### src/rtl/pilr_pkg.sv
// Package for the peripheral interrupt level register block
package pilr_pkg;
  localparam logic [15:0] PILR_SERIAL_ADDR = 16'hF026;
  localparam logic [15:0] PILR_SYSTEM_ADDR = 16'hF028;
  localparam logic [15:0] PILR_ANALOG_ADDR = 16'hF02A;
  localparam logic [15:0] PILR_SERIAL_MASK = 16'h3FFF;
  localparam logic [15:0] PILR_SYSTEM_MASK = 16'hFC00;
  localparam logic [15:0] PILR_ANALOG_MASK = 16'h0F0F;
  localparam logic [15:0] PILR_RESET_VAL = 16'h0000;
  localparam int PILR_NSRC = 14;
  localparam int PILR_SERIAL_FIRST = 0;
  localparam int PILR_SYSTEM_FIRST = 7;
  localparam int PILR_ANALOG_FIRST = 10;
  localparam logic [2:0] PILR_SYS_BASE_BIT = 3'h5;
  localparam logic [2:0] PILR_NO_WINNER = 3'h0;

  typedef struct packed {
    logic [15:0] addr;
    logic [15:0] wdata;
    logic wr;
    logic rd;
    logic [1:0] be;
  } pilr_bus_req_type;

  typedef struct packed {
    logic [15:0] serial_level;
    logic [15:0] system_level;
    logic [15:0] analog_level;
    logic [15:0] rdata;
    logic [4:0] win_idx;
    logic win_valid;
    logic [2:0] win_level;
  } pilr_state_type;
endpackage : pilr_pkg

### src/rtl/pilr_level_regs.sv
// Peripheral interrupt level registers and level arbitration
`timescale 1ns/10ps
`default_nettype none
// What this block does
// - Level register writes take effect only while the level scheme enable is set.
// - Every source owns a two-bit field; 00..11 mean levels 1..4.
// - Arbitration prefers the pending enabled source with the highest level.
// - All level fields reset to 00, level 1.
// - Serial register bits 1:0 sync serial, bits 3:2 sync serial with FIFO.
// - Serial register bits 5:4 two-wire channel 0, bits 7:6 channel 1.
// - Serial register bits 9:8 async receive, bits 11:10 async transmit.
// - Serial register bits 13:12 async with FIFO; bits 15:14 unused.
// - System register bits 11:10 oscillator, bits 13:12 voltage sense.
// - System register bits 15:14 melody generator 0.
// - Analog register bits 1:0 SAR converter, bits 3:2 RC converter.
// - Analog register bits 9:8 comparator 0, bits 11:10 comparator 1.
// - Analog register at 0F02AH, byte or word access, resets to 0000H.
// - A level only counts for sources enabled in the matching enable group.
// - Requests below the highest in-service level are refused.
module pilr_level_regs
  import pilr_pkg::*;
(
  input wire logic clk_sys_i, // System clock
  input wire logic resetn_i, // Async reset, active low
  input wire pilr_bus_req_type bus_i, // Register bus request
  input wire logic level_scheme_enable_i, // Level scheme enable
  input wire logic [PILR_NSRC-1:0] irq_pend_i, // Pending requests, source order
  input wire logic [6:0] serial_group_irq_enable_i, // Serial group enables
  input wire logic [2:0] system_group_irq_enable_i, // System group enables
  input wire logic [3:0] analog_group_irq_enable_i, // Analog group enables
  input wire logic [3:0] in_service_level_i, // Maskable levels in service
  output logic [15:0] rdata_o, // Registered read data
  output logic win_valid_o, // A request is accepted
  output logic [4:0] win_idx_o, // Winning source index
  output logic [2:0] win_level_o, // Winning level, 1 to 4
  output logic [PILR_NSRC*2-1:0] src_level_o // Level field per source
);
  pilr_state_type st_r, st_nxt;
  logic [PILR_NSRC*2-1:0] lv;
  logic [PILR_NSRC-1:0] en;
  logic [2:0] floor_lv;
  logic [2:0] src_lvl [PILR_NSRC];
  logic [PILR_NSRC-1:0] elig;

  // Source order: serial 0..6, system 7..9, converters 10..11, comparators 12..13
  assign lv[13:0] = st_r.serial_level[13:0];
  assign lv[19:14] = st_r.system_level[15:10];
  assign lv[23:20] = st_r.analog_level[3:0];
  assign lv[27:24] = st_r.analog_level[11:8];
  assign en[6:0] = serial_group_irq_enable_i;
  assign en[9:7] = system_group_irq_enable_i;
  assign en[13:10] = analog_group_irq_enable_i;

  // One decoder per source; keeps the arbiter loop to a plain compare
  for (genvar s = 0; s < PILR_NSRC; s++) begin : g_src
    assign src_lvl[s] = {1'b0, lv[s*2 +: 2]} + 3'h1;
    assign elig[s] = irq_pend_i[s] && en[s] && src_lvl[s] >= floor_lv;
  end

  // Highest level in service; a request at that same level still gets through
  always_comb begin
    floor_lv = 3'h0;
    for (int k = 0; k < 4; k++) begin
      if (in_service_level_i[k]) begin
        floor_lv = 3'(k + 1);
      end
    end
  end

  function automatic logic [15:0] merge(input logic [15:0] old, input pilr_bus_req_type b,
                                        input logic [15:0] m);
    logic [15:0] v;
    v = old;
    if (b.be[0]) begin
      v[7:0] = b.wdata[7:0];
    end
    if (b.be[1]) begin
      v[15:8] = b.wdata[15:8];
    end
    return v & m;
  endfunction : merge

  always_comb begin
    logic wen;
    wen = 1'b0;
    st_nxt = st_r;
    wen = bus_i.wr && level_scheme_enable_i;
    if (wen && bus_i.addr == PILR_SERIAL_ADDR) begin
      st_nxt.serial_level = merge(st_r.serial_level, bus_i, PILR_SERIAL_MASK);
    end
    if (wen && bus_i.addr == PILR_SYSTEM_ADDR) begin
      st_nxt.system_level = merge(st_r.system_level, bus_i, PILR_SYSTEM_MASK);
    end
    if (wen && bus_i.addr == PILR_ANALOG_ADDR) begin
      st_nxt.analog_level = merge(st_r.analog_level, bus_i, PILR_ANALOG_MASK);
    end
    st_nxt.rdata = 16'h0000;
    if (bus_i.rd) begin
      unique case (bus_i.addr)
        PILR_SERIAL_ADDR: st_nxt.rdata = st_r.serial_level;
        PILR_SYSTEM_ADDR: st_nxt.rdata = st_r.system_level;
        PILR_ANALOG_ADDR: st_nxt.rdata = st_r.analog_level;
        default: st_nxt.rdata = 16'h0000;
      endcase
      if (!bus_i.be[0]) begin
        st_nxt.rdata[7:0] = 8'h00;
      end
      if (!bus_i.be[1]) begin
        st_nxt.rdata[15:8] = 8'h00;
      end
    end
    // Strict greater-than keeps the lowest index on ties
    st_nxt.win_valid = 1'b0;
    st_nxt.win_idx = 5'h00;
    st_nxt.win_level = PILR_NO_WINNER;
    for (int s = 0; s < PILR_NSRC; s++) begin
      if (elig[s] && src_lvl[s] > st_nxt.win_level) begin
        st_nxt.win_valid = 1'b1;
        st_nxt.win_idx = 5'(s);
        st_nxt.win_level = src_lvl[s];
      end
    end
  end

  always_ff @(posedge clk_sys_i or negedge resetn_i) begin
    if (!resetn_i) begin
      st_r <= '0;
    end else begin
      st_r <= st_nxt;
    end
  end

  assign rdata_o = st_r.rdata;
  assign win_valid_o = st_r.win_valid;
  assign win_idx_o = st_r.win_idx;
  assign win_level_o = st_r.win_level;
  assign src_level_o = lv;
endmodule : pilr_level_regs
`default_nettype wire

### config.mk
export PLATFORM = sky130hd
export DESIGN_NAME = pilr_level_regs
export DESIGN_NICKNAME = d
export VERILOG_FILES = /design/src/rtl/pilr_pkg.sv /design/src/rtl/pilr_level_regs.sv
export SDC_FILE = /design/constraint.sdc
export NUM_CORES = 1
export LEC_CHECK = 0
export BUFFER_PORTS_ARGS = -buffer_cell sky130_fd_sc_hd__buf_2
export CAP_MARGIN = 10
export CORE_UTILIZATION = 40
export CTS_CLUSTER_DIAMETER = 50
export DETAILED_ROUTE_END_ITERATION = 10
export PLACE_DENSITY = 0.68
export SETUP_SLACK_MARGIN = 0.02
export SYNTH_ARGS = -nofsm -noshare
export SYNTH_HDL_FRONTEND = slang
export SYNTH_SLANG_ARGS = --single-unit
### constraint.sdc
create_clock -name clk_sys_i -period 16.9 [get_ports clk_sys_i]
set_input_delay 0.845 -clock clk_sys_i [delete_from_list [all_inputs] [get_ports clk_sys_i]]
set_output_delay 0.845 -clock clk_sys_i [all_outputs]
set_load 0.05 [all_outputs]
-- Yosys cells after proc, flatten, opt, wreduce, memory -nomap -nowiden
Cells that the tools add are included.
- register bits after elaboration: 53
- logic and storage cells: 127
- output and inout port bits: 53
- input bits: 71
- mux-type cells: 22
- add/sub/neg operators: 14
- equality and inequality tests: 3
- reductions and logical operators: 51
- order comparisons: 28
- operator list (kind ; number):
    two-way mux 9 bit ; 13
    == test 16 bit (second input constant) ; 3
    case mux 16 bit (3 select lines) ; 1
    logical AND 1 bit ; 46
    adder 2 x 1 -> 3 bit (second input constant) ; 14
    >= comparator 3 bit ; 14
    greater-than comparator 3 bit ; 13
    two-way mux 16 bit ; 1
    two-way mux 8 bit ; 2
    AND reduction 2 bit ; 5
    two-way mux 2 bit ; 2
    two-way mux 4 bit ; 1
    greater-than comparator 3 x 1 -> 1 bit (second input constant) ; 1
    two-way mux 3 bit ; 1
    two-way mux 1 bit ; 1

-- Longest topological paths before layout
- depth after elaboration: 47
- mapped depth: 95
- mapped depth without buffers: 95

-- Least setup slack after synthesis
OpenSTA, ideal clock, no wires.
- kind: input port to flip-flop
- start point: in in_service_level_i[3]
- end point: reg st_r, in the netlist win_valid_o
- arrival time: 16.988 ns
- cell stages on the path: 86
- buffers on the path: 0
- setup slack: -0.226 ns
- path through: inv_1 ha_1 or3_1 nand3_1 nor2_1 ha_1 nand3_1 o31ai_1 a2111oi_2 mux2i_1 inv_1 ha_1 a31oi_1 nand3_1 mux2_2 inv_1 ha_1 nand2_1 [... 50 more ...] nor2_1 o21ai_2 o211a_4 mux2i_2 inv_1 ha_1 a21oi_1 maj3_1 nand2_1 mux2_2 ha_1 a21o_1 a21oi_1 nor3_1 inv_1 nand2_1 nand4b_2 or4_1
- RTL lines (item ; line ; text):
    start, declared ; pilr_level_regs.sv:31 ; input wire logic [3:0] in_service_level_i,
    end signal, assigned ; pilr_level_regs.sv:129 ; st_r <= st_nxt;
    end, declared ; pilr_level_regs.sv:38 ; pilr_state_type st_r, st_nxt;

==> run summary <==
CP Class -> primary input to flop
buffers added on ports -> 122
number of synthesized flops with an enable pin -> 0
commonest non-fill, non-tap cells in the layout -> buf_2 (122), buf_4 (54), dfrtp_1 (51), ha_1 (41), nand2_1 (34)
P per Cell Area -> 52.46 nW/um^2
final hold vios -> 0
status -> completed
H-tree lvl count -> 2
sequential power share -> 38.1%
Synth cell types -> 72
post-DP HPWL -> 11,120 microns
GP Congestion -> 0.9564
Max Slew Vio Count -> 0
Detail Route Antenna Nets -> 0
reg-to-reg endpoint -> win_valid_o
Psw -> 0.09653 mW
Hold Startpoint -> src_level_o[5]
Fmax -> 60.35 MHz
synthesized instance count -> 508
filler cell count -> 954
cell-internal power -> 0.2393 mW
switch share -> 28.75%
max_cap viols -> 0
setup TNS -> 0 ps
element type at the critical path end -> flop
placed insts -> 797
FF-to-FF path depth -> 89
vias after detailed routing -> 4,880
Least-Margin Pin Slew -> 669.4 ps
Async S/R FF share, synth -> 100.0%
Core ar. -> 11,030 sq um
HP Class -> flop to flop
Leak Pwr -> 3.183 nW
WL final -> 14,930 microns
Syn Area/Cell -> 9.076 sq um
CP arrival -> 16,740 ps
DR WL/cell -> 18.09 microns
Ys Warns -> 0
#FFs+latches synth -> 52
Pre-antenna DRT Iters -> 4
Tcrit/Tclk final -> 98.05%
R2R setup slack -> 360 ps
startpoint types -> primary input
synthesized net count -> 634
first-pass GRT wire length -> 22,290 microns
CTS tree -> yes
maximum fanout along the worst path -> 6
Initial DRC Count -> 337
die area -> 11,960 sq um
Post-synth top flop -> dfrtp_1
TritonCTS Sinks -> 52
Min-Delay Endpoint -> rdata_o[5]
mapped cell area -> 4611 sq um
endpoints failing setup -> 0
slowest stage delay, CP -> 490 ps
worst flop-to-flop path startpoint -> src_level_o[1]
slowest stage cell on the critical path -> a2111oi_4
sequential fraction of the synthesis area -> 28.22%
Die H -> 109.4 microns
Clk pin slew, worst setup/hold paths -> 70 ps
total CTS buffers -> 5
CTS Buffer Depth -> 2
clock latency at the later pin of the worst-skew pair -> 290 ps
post-detailed-route via-to-cell ratio -> 5.915
final net count -> 810
initial antenna violation count -> 0
# diodes -> 0
total global-route track usage -> 24.14%
worst path required time -> 17,070 ps
row cnt -> 38
hold path depth -> 1
Max-slew headroom -> 55.37%
clock power share -> 35.6%
Fin Hold WS -> 579.7 ps
vias in the first global route -> 4,514
Initial Utilization -> 41.80%
share of cells above drive strength 1 -> 43.80%
largest net degree at the start of global routing -> 53
clk root buf -> clkbuf_16
# DRC -> 0
area grow syn2layout -> 38.83%
IR drop worst, VDD -> 0.08276 mV
clock skew -> 11.62 ps
IO Pins -> 124
Comb power frac -> 26.2%
Non-Filler Instances -> 825
Die Span X -> 109.4 microns
most common cell after layout, fill and taps aside -> buf_2
Final min period -> 16,570 ps
GRT Residual Overflow -> 0
==> state kept, by name, summed over array words and instances (netlist names) <==
register,count
rdata_o,16
win_idx_o,4
win_valid_o,1
win_level_o,3
src_level_o,28
==> cell families after synthesis <==
group                    after synthesis  share of synthesized area (%)
buffers and inverters                 37                          3.311
AND/OR/NAND/NOR                      178                          20.41
multiplexers                          37                          8.928
flip-flops                            52                          28.22
adder cells (fa/ha/maj)               64                          16.88
other                                  1                        0.08133
AO/OA/AOI/OAI                        139                          22.17
==> per-layer routing <==
layer	share of wire (%)	GRT usage [%]	vias up
li1	-	-	2270
met1	42	32.05	2361
met2	48	40.97	208
met3	6.5	2.371	41
met4	3.5	8.190	0
met5	0	0	-
==> worst max path at each step <==
stage	to	startpoint	slack, ps	cells after the start
global route	win_valid_o	in_service_level_i[3]	-320	92
finish	win_valid_o	in_service_level_i[3]	330	90
floorplan	win_valid_o	in_service_level_i[3]	50	88
global placement	win_valid_o	in_service_level_i[3]	50	90
CTS	win_valid_o	in_service_level_i[3]	30	89
detailed placement	win_valid_o	in_service_level_i[3]	-710	91
==> critical path, delay by kind of cell <==
| kind | cells | cell delay (ps) |
|---|---|---|
| compound gates | 26 | 4290 |
| fa+ha+maj | 15 | 3990 |
| simple gates | 27 | 3750 |
| mux | 9 | 2470 |
| buf+inv | 13 | 1350 |
==> timing repair <==
action                                  in CTS  in global routing
buffers inserted                             6                 14
endpoints found under the setup margin       6                  8
gates resized for setup                      9                 77
endpoints found under the hold margin        0                  0
hold buffers                                 0                  0
pin swaps                                    5                 37
==> cells in the mapped netlist (all sizes together) (3+ instances only) <==
library cell / number / area share, %
nand4: 4 / 0.54
nor3b: 6 / 0.98
o31ai: 7 / 1.2
or2: 4 / 0.54
ha: 55 / 15
a21boi: 6 / 0.98
nor2b: 9 / 1.2
and3: 8 / 1.2
dfrtp: 52 / 28
a22oi: 15 / 2.4
a21o: 5 / 0.81
o211a: 8 / 2.1
o22ai: 3 / 0.54
nor2: 41 / 3.3
a41oi: 3 / 0.73
o211ai: 13 / 2.2
a31oi: 8 / 1.1
nand3: 20 / 2.2
inv: 28 / 2.3
a21oi: 23 / 2.5
mux2i: 7 / 1.6
nand2b: 10 / 1.4
and4: 5 / 0.95
o21ai: 24 / 2.8
nand2: 37 / 3.0
clkbuf: 5 / 0.41
nor3: 9 / 0.98
o21bai: 3 / 0.49
and2: 12 / 1.6
mux2: 30 / 7.3
o21a: 3 / 0.49
or3: 3 / 0.41
buf: 4 / 0.62
maj3: 9 / 2.0
==> through the flow <==
step	total power [mW]	utilization (%)	setup WS, ps	area [sq um]
6_report	0.3358	58.03	328.8	6401
5_1_grt	0.3503	58.03	-324.1	6401
4_1_cts	0.3243	53.49	33.99	5901
3_5_place_dp	0.2025	51.10	-710.0	5637
3_3_place_gp	0.2002	51.10	51.94	5637
2_1_floorplan	0.1722	-	52.46	4628
==> layout make-up <==
class                           count  area (sq um)  area share, %
Clock buffer                        6         138.9          2.170
Clock inverter                      2         38.79         0.6059
Inverter                           28         105.1          1.642
Multi-Input combinational cell    419          3602          56.27
Sequential cell                    52          1303          20.35
Tap cell                          140         175.2          2.737
Timing Repair Buffer              178          1039          16.22
==> power groups by stage <==
stage	combinational, mW	clock, mW	sequential [mW]
after CTS	0.0749	0.121	0.128
after floorplan	0.0311	0	0.141
after detailed placement	0.0720	0	0.130
after global routing	0.0950	0.127	0.128
after global placement	0.0699	0	0.130
final	0.0881	0.120	0.128
No activity file was read; power rests on OpenSTA's default activity.
